File: config.mk
export PLATFORM = sky130hd
export DESIGN_NAME = omc_top
export DESIGN_NICKNAME = d
export VERILOG_FILES = /design/src/rtl/omc_pkg.sv /design/src/rtl/omc_tick_div.sv /design/src/rtl/omc_top.sv /design/src/rtl/omc_warmup.sv
export SDC_FILE = /design/constraint.sdc
export NUM_CORES = 1
export LEC_CHECK = 0
export BUFFER_PORTS_ARGS = -buffer_cell sky130_fd_sc_hd__buf_2
export CORE_MARGIN = 2
export CORE_UTILIZATION = 45
export DETAILED_ROUTE_END_ITERATION = 10
export GPL_TIMING_DRIVEN = 0
export HOLD_SLACK_MARGIN = 0.15
export PLACE_DENSITY_LB_ADDON = 0.08
export SYNTH_ARGS = -nofsm -noshare
export SYNTH_HDL_FRONTEND = slang
export SYNTH_HIERARCHICAL = 1
export SYNTH_SLANG_ARGS = --single-unit
File: constraint.sdc
create_clock -name clk -period 2.7 [get_ports clk]
set_clock_uncertainty 0.1 [all_clocks]
set_input_delay 0.675 -clock clk [delete_from_list [all_inputs] [get_ports clk]]
set_output_delay 0.675 -clock clk [all_outputs]
set_load 0.005 [all_outputs]
File: src/rtl/omc_pkg.sv
// Shared constants for the oscillator and operating-mode controller.
// Assumes one system clock and AXI4-Lite register access.
package omc_pkg;

  // Register placement: printed offset is an index, byte address is four times it
  localparam logic [11:0] OSC_MODE_INDEX = 12'h0ca;
  localparam logic [11:0] OSC_MODE_ADDR  = {OSC_MODE_INDEX[9:0], 2'b00};
  localparam logic [7:0]  OSC_MODE_RESET = 8'h00;

  // Field positions of osc_mode_register
  localparam int unsigned HIGH_OSC_STOP_POS = 1;
  localparam int unsigned CLOCK_SELECT_POS  = 2;
  localparam int unsigned MODE_FIELD_LSB    = 3;
  localparam int unsigned MODE_FIELD_MSB    = 4;

  // Processor mode field codes
  localparam logic [1:0] MODE_NORMAL   = 2'h0;
  localparam logic [1:0] MODE_SLEEP    = 2'h1;
  localparam logic [1:0] MODE_GREEN    = 2'h2;
  localparam logic [1:0] MODE_RESERVED = 2'h3;

  // High-clock option codes
  localparam logic [2:0] OPT_FAST  = 3'h0;
  localparam logic [2:0] OPT_RTC   = 3'h1;
  localparam logic [2:0] OPT_RC    = 3'h2;
  localparam logic [2:0] OPT_X32K  = 3'h3;
  localparam logic [2:0] OPT_X12M  = 3'h4;
  localparam logic [2:0] OPT_X4M   = 3'h5;

  // Warm-up counts in high-speed oscillator clocks, slow divider ratio
  localparam logic [11:0] WARM_RESET_TICKS = 12'h800;
  localparam logic [11:0] WARM_XTAL_TICKS  = 12'h800;
  localparam logic [11:0] WARM_RC_TICKS    = 12'h020;
  localparam int unsigned SLOW_DIV         = 4;

  // AXI responses
  localparam logic [1:0] RESP_OKAY   = 2'h0;
  localparam logic [1:0] RESP_SLVERR = 2'h2;

  typedef enum logic [1:0] {
    ST_WARMUP,
    ST_RUN,
    ST_SLEEP,
    ST_GREEN
  } omc_state_t;

  // Option uses the internal fast RC
  function automatic logic omc_uses_int_fast(input logic [2:0] opt);
    return (opt == OPT_FAST) || (opt == OPT_RTC);
  endfunction : omc_uses_int_fast

  // Option is an RC-type oscillator (short wake-up)
  function automatic logic omc_is_rc(input logic [2:0] opt);
    return (opt == OPT_FAST) || (opt == OPT_RTC) || (opt == OPT_RC);
  endfunction : omc_is_rc

  // Option runs from a 32 kHz crystal
  function automatic logic omc_is_32k(input logic [2:0] opt);
    return (opt == OPT_RTC) || (opt == OPT_X32K);
  endfunction : omc_is_32k

endpackage : omc_pkg

File: src/rtl/omc_tick_div.sv
// Divides a stream of oscillator ticks into one pulse per DIV ticks.
// Assumes tick is a one-cycle pulse synchronous to clk.
`timescale 1ns/1ps
module omc_tick_div #(
  parameter int unsigned DIV = omc_pkg::SLOW_DIV
) (
  input  wire logic clk,
  input  wire logic resetn,
  input  wire logic tick,
  output logic      pulse_q
);

  localparam int unsigned CW = $clog2(DIV);
  localparam logic [CW-1:0] LAST = CW'(DIV - 1);

  logic [CW-1:0] cnt_q;
  logic          wrap;

  // Wrap on the last tick of a group
  assign wrap = tick && (cnt_q == LAST);

  // Tick counter and output pulse
  always_ff @(posedge clk or negedge resetn) begin
    if (!resetn) begin
      cnt_q   <= '0;
      pulse_q <= 1'b0;
    end else begin
      if (tick) begin
        cnt_q <= wrap ? '0 : cnt_q + 1'b1;
      end
      pulse_q <= wrap;
    end
  end

  // Helper count of ticks seen since the last pulse
  logic [7:0] seen_q;
  always_ff @(posedge clk or negedge resetn) begin
    if (!resetn) begin
      seen_q <= '0;
    end else begin
      seen_q <= pulse_q ? {7'h0, tick} : seen_q + {7'h0, tick};
    end
  end
endmodule : omc_tick_div

File: src/rtl/omc_top.sv
// Oscillator and operating-mode controller with an AXI4-Lite register slave.
// Assumes oscillator ticks and wake events are one-cycle pulses on clk.
//
// Notes on behaviour
// - Slow mode instruction tick is low RC tick divided by four.
// - Low RC stops only in sleep, or green with 32k option and no watchdog.
// - No separate bit stops the low RC; only mode bits and watchdog do.
// - High-oscillator stop bit 1 halts fast oscillator; low RC continues.
// - Clock-select bit 2: 0 high clock, 1 low RC clock.
// - Mode field bits 4:3: 00 normal, 01 sleep, 10 green, 11 reserved.
// - Stop bit disables whichever oscillator the high-clock option uses.
// - After any reset wait 2048 high clocks before running.
// - Sleep wake waits 2048 clocks for crystals, 32 for RC oscillators.
// - Four modes: normal, slow, power down and green.
// - After reset release the block enters normal mode and runs.
// - Wake from sleep always returns to normal mode.
// - Green entered from normal wakes to normal.
// - Normal mode keeps high oscillator and low RC running.
// - Low RC clocks the watchdog and slow-mode system clock.
// - Second timer keeps running in green under its enable.
// - Waking clears the matching processor mode bit.
// - Green entered from slow wakes to slow.
// - Port change wakes both sleeps; first timer overflow wakes green.
// - Slow mode alone does not stop the high oscillator.
`timescale 1ns/1ps
module omc_top #(
  parameter logic [11:0] WARM_RESET = omc_pkg::WARM_RESET_TICKS,
  parameter logic [11:0] WARM_XTAL  = omc_pkg::WARM_XTAL_TICKS,
  parameter logic [11:0] WARM_RC    = omc_pkg::WARM_RC_TICKS
) (
  input  wire logic        clk,
  input  wire logic        resetn,
  input  wire logic [11:0] s_axi_awaddr,
  input  wire logic        s_axi_awvalid,
  output logic             s_axi_awready,
  input  wire logic [31:0] s_axi_wdata,
  input  wire logic [3:0]  s_axi_wstrb,
  input  wire logic        s_axi_wvalid,
  output logic             s_axi_wready,
  output logic [1:0]       s_axi_bresp,
  output logic             s_axi_bvalid,
  input  wire logic        s_axi_bready,
  input  wire logic [11:0] s_axi_araddr,
  input  wire logic        s_axi_arvalid,
  output logic             s_axi_arready,
  output logic [31:0]      s_axi_rdata,
  output logic [1:0]       s_axi_rresp,
  output logic             s_axi_rvalid,
  input  wire logic        s_axi_rready,
  input  wire logic [2:0]  high_clk_option,
  input  wire logic        watchdog_enable,
  input  wire logic        high_osc_tick,
  input  wire logic        low_rc_tick,
  input  wire logic        port_wake,
  input  wire logic        first_timer_overflow,
  input  wire logic        first_timer_enable,
  input  wire logic        second_timer_enable,
  input  wire logic        buzzer_enable,
  output logic             internal_high_rc_en,
  output logic             crystal_32k_en,
  output logic             external_high_osc_en,
  output logic             internal_low_rc_en,
  output logic             watchdog_tick,
  output logic             sys_clk_low,
  output logic             cpu_tick,
  output logic             cpu_run,
  output logic             first_timer_run,
  output logic             second_timer_run,
  output logic             buzzer_run
);

  omc_pkg::omc_state_t state_q;
  omc_pkg::omc_state_t state_d;
  logic       hostop_q;
  logic       clksel_q;
  logic [1:0] mode_q;
  logic       hostop_d;
  logic       clksel_d;
  logic [1:0] mode_d;

  // Bus slave state
  logic wr_go;
  logic rd_go;
  logic wr_hit;
  logic wr_ok;
  logic rd_hit;
  logic [31:0] reg_word;

  // Mode and oscillator decode
  logic        wake_sleep;
  logic        wake_green;
  logic        high_on;
  logic        opt_fast;
  logic        warm_done;
  logic        slow_pulse;
  logic [11:0] wake_target;
  logic        mode_is_sleep;
  logic        mode_is_green;
  logic        low_rc_on;

  // Write taken when address and data meet the raised readies
  assign wr_go  = s_axi_awvalid && s_axi_awready && s_axi_wvalid && s_axi_wready;
  assign rd_go  = s_axi_arvalid && s_axi_arready;
  assign wr_hit = (s_axi_awaddr[11:2] == omc_pkg::OSC_MODE_ADDR[11:2]);
  assign wr_ok  = wr_go && wr_hit && s_axi_wstrb[0];
  assign rd_hit = (s_axi_araddr[11:2] == omc_pkg::OSC_MODE_ADDR[11:2]);

  // Register image, unused bits zero
  assign reg_word = {27'h0, mode_q, clksel_q, hostop_q, 1'b0};

  // Write channel: readies raised together once both halves are offered
  always_ff @(posedge clk or negedge resetn) begin
    if (!resetn) begin
      s_axi_awready <= 1'b0;
      s_axi_wready  <= 1'b0;
      s_axi_bvalid  <= 1'b0;
      s_axi_bresp   <= omc_pkg::RESP_OKAY;
    end else begin
      s_axi_awready <= s_axi_awvalid && s_axi_wvalid && !s_axi_awready && !s_axi_bvalid;
      s_axi_wready  <= s_axi_awvalid && s_axi_wvalid && !s_axi_awready && !s_axi_bvalid;
      if (wr_go) begin
        s_axi_bvalid <= 1'b1;
        s_axi_bresp  <= wr_hit ? omc_pkg::RESP_OKAY : omc_pkg::RESP_SLVERR;
      end else if (s_axi_bready) begin
        s_axi_bvalid <= 1'b0;
      end
    end
  end

  // Read channel: one read in flight
  always_ff @(posedge clk or negedge resetn) begin
    if (!resetn) begin
      s_axi_arready <= 1'b0;
      s_axi_rvalid  <= 1'b0;
      s_axi_rdata   <= '0;
      s_axi_rresp   <= omc_pkg::RESP_OKAY;
    end else begin
      s_axi_arready <= s_axi_arvalid && !s_axi_arready && !s_axi_rvalid;
      if (rd_go) begin
        s_axi_rvalid <= 1'b1;
        s_axi_rdata  <= rd_hit ? reg_word : 32'h0;
        s_axi_rresp  <= rd_hit ? omc_pkg::RESP_OKAY : omc_pkg::RESP_SLVERR;
      end else if (s_axi_rready) begin
        s_axi_rvalid <= 1'b0;
      end
    end
  end

  // Wake events per mode
  assign wake_sleep = (state_q == omc_pkg::ST_SLEEP) && port_wake;
  assign wake_green = (state_q == omc_pkg::ST_GREEN)
                      && (port_wake || first_timer_overflow);

  // Register next values; wake clearing beats a same-cycle write
  assign hostop_d = wr_ok ? s_axi_wdata[omc_pkg::HIGH_OSC_STOP_POS] : hostop_q;
  assign clksel_d = wake_sleep ? 1'b0
                  : wr_ok ? s_axi_wdata[omc_pkg::CLOCK_SELECT_POS] : clksel_q;
  assign mode_d = (wake_sleep || wake_green) ? omc_pkg::MODE_NORMAL
                : (wr_ok && state_q == omc_pkg::ST_RUN)
                  ? s_axi_wdata[omc_pkg::MODE_FIELD_MSB:omc_pkg::MODE_FIELD_LSB]
                  : mode_q;

  // Mode register
  always_ff @(posedge clk or negedge resetn) begin
    if (!resetn) begin
      hostop_q <= omc_pkg::OSC_MODE_RESET[omc_pkg::HIGH_OSC_STOP_POS];
      clksel_q <= omc_pkg::OSC_MODE_RESET[omc_pkg::CLOCK_SELECT_POS];
      mode_q   <= omc_pkg::OSC_MODE_RESET[omc_pkg::MODE_FIELD_MSB:omc_pkg::MODE_FIELD_LSB];
    end else begin
      hostop_q <= hostop_d;
      clksel_q <= clksel_d;
      mode_q   <= mode_d;
    end
  end

  // Mode field decode; reserved code behaves as normal
  assign mode_is_sleep = (mode_q == omc_pkg::MODE_SLEEP);
  assign mode_is_green = (mode_q == omc_pkg::MODE_GREEN);

  // Operating-mode sequencer
  always_comb begin
    state_d = state_q;
    case (state_q)
      omc_pkg::ST_WARMUP: begin
        if (warm_done) begin
          state_d = omc_pkg::ST_RUN;
        end
      end
      omc_pkg::ST_RUN: begin
        if (mode_is_sleep) begin
          state_d = omc_pkg::ST_SLEEP;
        end else if (mode_is_green) begin
          state_d = omc_pkg::ST_GREEN;
        end
      end
      omc_pkg::ST_SLEEP: begin
        if (wake_sleep) begin
          state_d = omc_pkg::ST_WARMUP;
        end
      end
      omc_pkg::ST_GREEN: begin
        if (wake_green) begin
          state_d = omc_pkg::ST_RUN;
        end
      end
      default: state_d = omc_pkg::ST_WARMUP;
    endcase
  end

  // State register
  always_ff @(posedge clk or negedge resetn) begin
    if (!resetn) begin
      state_q <= omc_pkg::ST_WARMUP;
    end else begin
      state_q <= state_d;
    end
  end

  // Wake-up warm-up length by oscillator type
  assign wake_target = omc_pkg::omc_is_rc(high_clk_option) ? WARM_RC : WARM_XTAL;

  omc_warmup #(
    .RESET_TGT (WARM_RESET)
  ) omc_warmup_i (
    .clk    (clk),
    .resetn (resetn),
    .start  (wake_sleep),
    .target (wake_target),
    .tick   (high_osc_tick),
    .done_q (warm_done)
  );

  // Oscillator enables; slow mode alone never stops the fast oscillator
  assign opt_fast  = omc_pkg::omc_uses_int_fast(high_clk_option);
  assign high_on   = (state_q == omc_pkg::ST_WARMUP)
                     || ((state_q == omc_pkg::ST_RUN || state_q == omc_pkg::ST_GREEN)
                         && !hostop_q);
  // Only the mode and the watchdog setting may stop the low RC
  assign low_rc_on = (state_q != omc_pkg::ST_SLEEP)
                     && !((state_q == omc_pkg::ST_GREEN)
                          && omc_pkg::omc_is_32k(high_clk_option)
                          && !watchdog_enable);

  omc_tick_div #(
    .DIV (omc_pkg::SLOW_DIV)
  ) omc_tick_div_i (
    .clk     (clk),
    .resetn  (resetn),
    .tick    (low_rc_tick && internal_low_rc_en),
    .pulse_q (slow_pulse)
  );

  // Registered oscillator, clock and timer outputs
  always_ff @(posedge clk or negedge resetn) begin
    if (!resetn) begin
      internal_high_rc_en  <= 1'b0;
      crystal_32k_en       <= 1'b0;
      external_high_osc_en <= 1'b0;
      internal_low_rc_en   <= 1'b0;
      watchdog_tick        <= 1'b0;
      sys_clk_low          <= 1'b0;
      cpu_tick             <= 1'b0;
      cpu_run              <= 1'b0;
      first_timer_run      <= 1'b0;
      second_timer_run     <= 1'b0;
      buzzer_run           <= 1'b0;
    end else begin
      internal_high_rc_en  <= opt_fast && high_on
                              && !(state_q == omc_pkg::ST_GREEN
                                   && high_clk_option == omc_pkg::OPT_RTC);
      crystal_32k_en       <= (high_clk_option == omc_pkg::OPT_RTC)
                              && (high_on || state_q == omc_pkg::ST_GREEN);
      external_high_osc_en <= !opt_fast && high_on;
      internal_low_rc_en   <= low_rc_on;
      watchdog_tick        <= low_rc_tick && internal_low_rc_en;
      sys_clk_low          <= clksel_q;
      cpu_tick             <= (state_q == omc_pkg::ST_RUN)
                              && (clksel_q ? slow_pulse
                                           : (high_osc_tick && high_on));
      cpu_run              <= (state_q == omc_pkg::ST_RUN);
      first_timer_run      <= first_timer_enable && (state_q != omc_pkg::ST_SLEEP);
      second_timer_run     <= second_timer_enable && (state_q != omc_pkg::ST_SLEEP);
      buzzer_run           <= buzzer_enable && (state_q != omc_pkg::ST_SLEEP);
    end
  end
endmodule : omc_top

File: src/rtl/omc_warmup.sv
// Warm-up counter of high-speed oscillator clocks.
// Assumes tick is a one-cycle pulse per oscillator clock; starts loaded after reset.
`timescale 1ns/1ps
module omc_warmup #(
  parameter logic [11:0] RESET_TGT = omc_pkg::WARM_RESET_TICKS
) (
  input  wire logic        clk,
  input  wire logic        resetn,
  input  wire logic        start,
  input  wire logic [11:0] target,
  input  wire logic        tick,
  output logic             done_q
);

  logic [11:0] cnt_q;
  logic [11:0] tgt_q;
  logic [11:0] cnt_inc;

  assign cnt_inc = cnt_q + 12'h001;

  // Count ticks until the target is reached
  always_ff @(posedge clk or negedge resetn) begin
    if (!resetn) begin
      cnt_q  <= '0;
      tgt_q  <= RESET_TGT;
      done_q <= 1'b0;
    end else if (start) begin
      cnt_q  <= '0;
      tgt_q  <= target;
      done_q <= 1'b0;
    end else if (tick && !done_q) begin
      cnt_q  <= cnt_inc;
      done_q <= (cnt_inc == tgt_q);
    end
  end
endmodule : omc_warmup

==> results_dict.tcl, run 1 <==
set metrics [dict create \
    place.gp.congestion 0.825 \
    clk_latency_ns 0.30 \
    fmax_ghz 0.416 \
    numCtsBuffers 5 \
    worst_pin_slew_ns 0.679 \
    hold_violations 0 \
    worst_hold_path_type "in -> async" \
    fin_nets 471 \
    syn_area_per_cell_um2 10.5 \
    post-route-min-period_ns 2.40 \
    yosys.area.top_type "dfrtp_1" \
    via_per_inst 4.83 \
    syn-instance-count 280 \
    setup_viol 0 \
    synth.ff_latch_count 55 \
    peakVddDrop_mv 0.313 \
    synthFlopType "dfrtp_1" \
    fp-row-count 29 \
    cts_max_level 2 \
    cts.path.max_buffers 2 \
    syn_to_final_growth_pct 22.5 \
    max_cap_viol_count 0 \
    p_per_area_nw_per_um2 541 \
    cts_num_sinks 55 \
    die_w_um 84.9 \
    cts_tree "yes" \
    worstPathArrival_ns 2.48 \
    die_h_um 84.9 \
    io_pins 130 \
    start_util 0.463 \
    fp.coreArea_um2 6350 \
    hpwl_um 4300 \
    ys_top_cells_by_area "dfrtp_1, buf_4, mux2_2" \
    grt_pass1_vias 2188 \
    grt_pass1_wl_um 9760 \
    dp.cells 460 \
    clk_pin_slew_worst_paths_ns 0.10 \
    drc 0 \
    num_antenna_cells 0 \
    postRouteAntennaNets 0 \
    synth_edf_count 0 \
    synth_warnings 6 \
    start_kind "flip-flop" \
    hold_buffers 0 \
    relSlewSlack 0.548 \
    ys_seq_area_frac 0.468 \
    die_area_um2 7200 \
    min_period_over_period 0.890 \
    fillers 611 \
    grt_usage 0.167 \
    worstPathMaxFanout 12 \
    drt-pass1-iter-count 4 \
    fin_cells 467 \
    synth_async_sr_flop_share 1.00 \
    worstPathRequired_ns 2.77 \
    antenna_found_initial 0 \
    drv_slew 0 \
    synth_top_area_frac 0.459 \
    synthesis.area_um2 2940 \
    drt_iter0_drc 50 \
    status "finished, final reports clean" \
    critPathKind "reg -> reg" \
    worstSetupEndpointType "flip-flop" \
    wl_per_cell_um 12.1 \
    grt_max_degree 56 \
    root_buffer "clkbuf_8" \
    synth.distinct_cells 53 \
    drt_wl_total_um 5630 \
    p_leak_nw 1.76 \
    layout-drive-gt1-share 0.341 \
    vias 2255 \
    port_buffers 64 \
    rsz0062_at_grt "false" \
    overflow 0 \
    tns_ns 0 \
]
==> power by group <==
part	internal, W	switching (W)	leakage [nW]	total (W)
clock network	0.000210	0.000269	0.0474	0.000479
registers	0.000919	0.0000968	0.691	0.00102
logic	0.000238	0.000218	1.02	0.000456
total	0.00137	0.000584	1.76	0.00195
==> cell usage in the layout, fill, tap and decap left out, types with 2 or more instances in the layout <==
cell type and instances:
buf_2 65, nor4_4 2, nand3_2 2, o2111ai_1 2
inv_1 12, nand4bb_1 3, or3_1 4, nand4_1 4
xnor2_1 14, nand2_2 2, o21ai_0 14, nor3_1 6
ha_1 4, and2_1 4, mux2i_1 3, nand3_1 7
nand2b_1 3, a22o_1 4, conb_1 40, nor3b_1 5
dfrtp_1 54, nand2_1 18, nor2b_1 3, nor2_1 12
a21oi_1 15, mux2_2 13, xor2_1 8, buf_4 33
clkbuf_1 3, clkbuf_8 6
==> cells by family (layout without fill, tap and decap cells) <==
family / after synthesis / count (layout) / share of synthesized area
simple gates: 86 / 86 / 0.182
flops: 55 / 55 / 0.468
buf+inv: 50 / 121 / 0.105
compound gates: 45 / 45 / 0.0966
xor+xnor: 22 / 22 / 0.0655
mux: 17 / 17 / 0.0638
fa+ha+maj: 4 / 4 / 0.0170
other cells: 1 / 40 / 0.00127
==> through the flow <==
| stage | instance area, um2 | util | hold WS (ns) | worst slack [ns] | power, W |
|---|---|---|---|---|---|
| after floorplan | 3090 | - | 0.279 | 0.632 | 0.00135 |
| after global placement | 3500 | 0.552 | 0.337 | -0.00689 | 0.00148 |
| after detailed placement | 3500 | 0.552 | 0.348 | -0.0380 | 0.00149 |
| after CTS | 3600 | 0.568 | 0.362 | 0.161 | 0.00197 |
| after global routing | 3600 | 0.567 | 0.359 | 0.0297 | 0.00208 |
| final | 3600 | 0.567 | 0.301 | 0.296 | 0.00195 |
==> cell type report <==
type,instances,area (um2),share of cell area
Inverter,12,45.0,0.0125
Multi-Input combinational cell,214,1400,0.389
Sequential cell,55,1380,0.382
Clock inverter,2,16.3,0.00451
Buffer,37,262,0.0726
Clock buffer,6,82.6,0.0229
Timing Repair Buffer,64,323,0.0896
Tap cell,77,96.3,0.0267
==> state kept, by name, summed over array words and instances, names as in the netlist, 2 cells and up <==
register and flops:
mode_q 2, omc_tick_div_i/cnt_q 2, omc_warmup_i/cnt_q 12, omc_warmup_i/tgt_q 12, s_axi_rdata 4, state_q 2
==> path summary, 6_finish.rpt <==
| check | to | cells after the start | slack (ns) | startpoint |
|---|---|---|---|---|
| worst max register to register | omc_warmup_i/cnt_q[2] | 6 | 0.30 | state_q[0] |
| worst max-delay path | omc_warmup_i/cnt_q[2] | 6 | 0.30 | state_q[0] |
| max in group asynchronous | external_high_osc_en | 1 | 1.75 | resetn |
| min in group clk | s_axi_wready | 1 | 0.36 | s_axi_bvalid |
| worst min-delay path | omc_tick_div_i/cnt_q[1] | 1 | 0.30 | resetn |
| worst min register to register | s_axi_wready | 1 | 0.36 | s_axi_bvalid |
==> cell usage after synthesis, drive strengths merged, types with 3 or more instances <==
library cell  number
dfrtp             54
inv               12
mux2              14
nor3b              5
and2               5
nor2              12
nor4               3
xnor2             14
clkbuf             4
nand4              4
nand3              9
or3                5
buf               34
a21oi             15
xor2               8
o21ai             14
a22o               4
nand4bb            3
ha                 4
mux2i              3
nand2b             3
nor2b              3
nand2             20
nor3               6
==> per-layer routing <==
| layer | up-vias | global-route usage | share of wire |
|---|---|---|---|
| met4 | 0 | 0.0303 | 0.0048 |
| li1 | 1116 | - | - |
| met2 | 70 | 0.298 | 0.49 |
| met5 | - | 0 | 0 |
| met1 | 1067 | 0.214 | 0.45 |
| met3 | 2 | 0.0311 | 0.056 |
==> what timing repair did <==
item                                    CTS  global route
endpoints found under the setup margin    3            11
cloned                                    0             0
buffers inserted                          0             0
resized for setup                         1             0
==> worst max-delay path, cell delays in order, from the launching register on <==
cell and delay (ns):
dfrtp_1 0.50, nand3b_1 0.25, inv_1 0.08, clkbuf_1 0.42, buf_2 0.35, clkbuf_1 0.46
nor2_1 0.11
No activity file was read; power rests on OpenSTA's default activity.
==> run 2, diff against run 1 <==
CELL_PAD_IN_SITES_DETAIL_PLACEMENT = 0   (was default)
CELL_PAD_IN_SITES_GLOBAL_PLACEMENT = 2   (was default)
CORE_UTILIZATION = 28   (was 45)
==> results_dict.tcl, run 2 (same netlist as run 1, synthesis figures left out) <==
set metrics [dict create \
    status "finished, final reports clean" \
    peakVddDrop_mv 0.215 \
    worstSetupEndpointType "flip-flop" \
    drt_iter0_drc 57 \
    syn_to_final_growth_pct 24.8 \
    critPathMaxStageDelay_ns 0.55 \
    cts_max_level 2 \
    worstPathMaxFanout 12 \
    drt-pass1-iter-count 4 \
    drt_wl_total_um 6430 \
    setup_viol 0 \
    start_util 0.286 \
    dp.cells 519 \
    cts_tree "yes" \
    via_per_inst 4.21 \
    critPathBufInv 1 \
    rsz0062_at_grt "false" \
    cpMaxStageDelayCell "dfrtp_1" \
    fillers 1073 \
    seqCellArea_um2 1380 \
    reg2reg_from "state_q[0]" \
    tns_ns 0 \
    io_pins 130 \
    grt_usage 0.117 \
    reg2reg_depth 6 \
    numCtsBuffers 5 \
    r2r-end "omc_warmup_i/done_q" \
    worstPathRequired_ns 2.81 \
    drv_slew 0 \
    die_w_um 106 \
    post-route-min-period_ns 2.24 \
    die_h_um 106 \
    ff2ff_setup_slack_ns 0.46 \
    p_leak_nw 1.75 \
    fmax_ghz 0.446 \
    fin_cells 525 \
    max_cap_viol_count 0 \
    antenna_found_initial 0 \
    start_kind "flip-flop" \
    grt_pass1_wl_um 10600 \
    worstPathArrival_ns 2.35 \
    grt_pass1_vias 2224 \
    final_common_cell "buf_2" \
    reg_top3 "omc_warmup_i/cnt_q (12), omc_warmup_i/tgt_q (12), s_axi_rdata (4)" \
    overflow 0 \
    mostFrequentLayoutCells "buf_2, dfrtp_1, conb_1, buf_4, nand2_1" \
    min_period_over_period 0.831 \
    fp.coreArea_um2 10300 \
    relSlewSlack 0.520 \
    layout-drive-gt1-share 0.342 \
    cts_num_sinks 55 \
    crit_family "compound AO/OA/AOI/OAI gates" \
    port_buffers 64 \
    fin_nets 470 \
    clk_latency_ns 0.31 \
    p_per_area_nw_per_um2 538 \
    multi_input_comb_area_um2 1400 \
    die_area_um2 11300 \
    critPathKind "reg -> reg" \
    worst_pin_slew_ns 0.720 \
    fp-row-count 37 \
    place.gp.congestion 0.723 \
    finalWorstSetupSlack_ns 0.457 \
    wl_per_cell_um 12.3 \
    postCtsSetupBuffers 0 \
    root_buffer "clkbuf_8" \
    vias 2209 \
    clk_pin_slew_worst_paths_ns 0.12 \
    postRouteAntennaNets 0 \
    hpwl_um 4780 \
    hold_violations 0 \
    cts.path.max_buffers 2 \
    place_ws_ns -0.118 \
    crit_chain "nand3b_1 > inv_1 > nor4b_1 > o2111a_1 > o2111ai_1 > o32ai_1" \
    worst_hold_path_type "in -> async" \
    num_antenna_cells 0 \
    fin_util 0.357 \
    grt_max_degree 56 \
    drc 0 \
]
run 2: cell types whose count changed in the layout (fill, tap and decap cells not counted):
cell	delta
buf_2	-1
clkbuf_8	-1
clkbuf_1	-2
buf_1	+1
inv_8	+1
clkbuf_2	+1
run 2: area by class of cell:
type                    instances  share of cell area
plain buffers                  36              0.0702
flip-flops and latches         55               0.375
repair buffers                 64              0.0879
well taps                     136              0.0464
clock buffers                   5              0.0187
multi-input cells             214               0.382
inverters                      12              0.0123
clock inverters                 3             0.00750
run 2: worst max path at each step:
| stage | to | depth (start not counted) | slack [ns] | from |
|---|---|---|---|---|
| after floorplan | omc_warmup_i/done_q | 7 | 0.63 | port_wake |
| after global placement | omc_warmup_i/cnt_q[10] | 7 | -0.13 | port_wake |
| after detailed placement | omc_warmup_i/cnt_q[8] | 7 | -0.12 | port_wake |
| after CTS | omc_warmup_i/cnt_q[6] | 7 | 0.06 | state_q[0] |
| after global routing | omc_warmup_i/done_q | 6 | 0.18 | state_q[0] |
| final | omc_warmup_i/done_q | 6 | 0.46 | state_q[0] |
run 2: what timing repair did:
action,4_1_cts,5_1_grt
endpoints found under the hold margin,0,0
resized for setup,1,0
hold buffers,0,0
endpoints found under the setup margin,10,15
run 2: routing by layer:
metal / track usage / wire, um
met1: 0.153 / 2980
met2: 0.200 / 3090
met3: 0.0276 / 311
met4: 0.0241 / 44
met5: 0 / 0
run 2: through the flow:
step                      power, W  hold slack (ns)  instance area (um2)
final                      0.00197            0.307                 3670
after global routing       0.00212            0.359                 3670
after CTS                  0.00201            0.370                 3680
after detailed placement   0.00150            0.361                 3580
after global placement     0.00150            0.351                 3580
after floorplan            0.00135            0.279                 3090
run 2: report_power, final:
group / total [W] / switching [W] / leakage (nW) / internal, W
logic: 0.000460 / 0.000222 / 1.02 / 0.000238
clock network: 0.000495 / 0.000303 / 0.0463 / 0.000192
registers: 0.00102 / 0.000101 / 0.691 / 0.000919
total: 0.00197 / 0.000626 / 1.75 / 0.00135
==> run 3, diff against run 2 <==
clock period = 2.3 ns   (was 2.7 ns; I/O delays follow)
==> results_dict.tcl, run 3 (same netlist as run 1, synthesis figures left out) <==
set metrics [dict create \
    die_area_um2 11300 \
    overflow 0 \
    hpwl_um 4780 \
    peakVddDrop_mv 0.258 \
    grt_usage 0.117 \
    grt_pass1_wl_um 10500 \
    via_per_inst 4.24 \
    status "finished, final reports clean" \
    top_layer "met4" \
    p_leak_nw 1.76 \
    cts_max_level 2 \
    hold_buffers 0 \
    cts-resized-gates 1 \
    worstPathRequired_ns 2.41 \
    post-route-min-period_ns 2.10 \
    drt_iter0_drc 55 \
    clk_pin_slew_worst_paths_ns 0.11 \
    clk_latency_ns 0.31 \
    p_per_area_nw_per_um2 631 \
    root_buffer "clkbuf_8" \
    cts.path.max_buffers 2 \
    syn_to_final_growth_pct 25.1 \
    antenna_found_initial 0 \
    min_period_over_period 0.911 \
    io_pins 130 \
    wl_met2_um 3100 \
    die_w_um 106 \
    die_h_um 106 \
    cts_tree "yes" \
    setup_viol 0 \
    drc 0 \
    layout-drive-gt1-share 0.350 \
    relSlewSlack 0.521 \
    finalWorstSetupSlack_ns 0.205 \
    final_common_cell "buf_2" \
    worstPathArrival_ns 2.21 \
    drv_slew 0 \
    fp.coreArea_um2 10300 \
    drt_wl_total_um 6430 \
    tns_ns 0 \
    routedLengthMet1_um 2960 \
    place_ws_ns -0.486 \
    fp-row-count 37 \
    cts_num_sinks 55 \
    num_antenna_cells 0 \
    worstPathMaxFanout 6 \
    worst_pin_slew_ns 0.718 \
    worst_hold_path_type "in -> async" \
    start_util 0.286 \
    rsz0062_at_grt "false" \
    start_kind "flip-flop" \
    fmax_ghz 0.477 \
    vias 2224 \
    reg_top3 "omc_warmup_i/cnt_q (12), omc_warmup_i/tgt_q (12), s_axi_rdata (4)" \
    worstSetupEndpointType "flip-flop" \
    postRouteAntennaNets 0 \
    grt_pass1_vias 2199 \
    mostFrequentLayoutCells "buf_2, dfrtp_1, conb_1, buf_4, nand2_1" \
    grt_max_degree 56 \
    max_cap_viol_count 0 \
    drt-pass1-iter-count 4 \
    postCtsSetupBuffers 0 \
    place.gp.congestion 0.723 \
    numCtsBuffers 5 \
    hold_violations 0 \
    wl_per_cell_um 12.3 \
    critPathKind "reg -> reg" \
    port_buffers 64 \
    wl_met3_um 329 \
    fin_nets 470 \
]
[run 3: changes by cell type in the layout (fill, tap and decap cells not counted)]
cell	change
nor4b_1	-1
dfrtp_2	+1
nor4b_2	+1
buf_1	-1
dfrtp_1	-1
clkbuf_2	+1
[run 3: layout make-up]
class | count | area, um2
plain buffers | 36 | 259
multi-input cells | 214 | 1410
flip-flops and latches | 55 | 1380
inverters | 12 | 45.0
repair buffers | 64 | 323
well taps | 136 | 170
fillers | 1073 | 6600
clock inverters | 3 | 27.5
clock buffers | 5 | 68.8
[run 3: final timing paths]
path	startpoint	endpoint	slack [ns]	depth (start not counted)
max in group asynchronous	resetn	state_q[0]	1.39	1
max	omc_warmup_i/cnt_q[0]	omc_warmup_i/done_q	0.20	6
max reg2reg	omc_warmup_i/cnt_q[0]	omc_warmup_i/done_q	0.20	6
min	resetn	omc_warmup_i/tgt_q[2]	0.21	1
min in group clk	s_axi_bready	s_axi_bvalid	0.32	2
min reg2reg	s_axi_rvalid	s_axi_arready	0.37	1
[run 3: report_power, final]
part | total (W) | internal (W) | switching [W]
clock network | 0.000578 | 0.000225 | 0.000354
registers | 0.00120 | 0.00108 | 0.000119
logic | 0.000547 | 0.000282 | 0.000265
total | 0.00232 | 0.00159 | 0.000737
[run 3: critical path: stages, from the launching register on]
cell       delay [ns]
dfrtp_1          0.49
ha_1             0.31
nand3_2          0.14
or3_4            0.37
xnor2_1          0.16
o2111ai_1        0.15
o32ai_1          0.28
[run 3: stage by stage]
stage	cell area [um2]	total power [W]	hold WS [ns]	std cells	utilization
2_1_floorplan	3090	0.00159	0.179	319	-
3_3_place_gp	3580	0.00176	0.351	519	0.348
3_5_place_dp	3580	0.00176	0.361	519	0.348
4_1_cts	3670	0.00236	0.313	525	0.357
5_1_grt	3680	0.00250	0.259	525	0.358
6_report	3680	0.00232	0.207	525	0.358
[run 3: per-layer routing]
layer  vias up  global-route usage
met5         -                   0
met4         0              0.0232
met3         5              0.0276
met2        60               0.200
met1      1045               0.151
li1       1114                   -
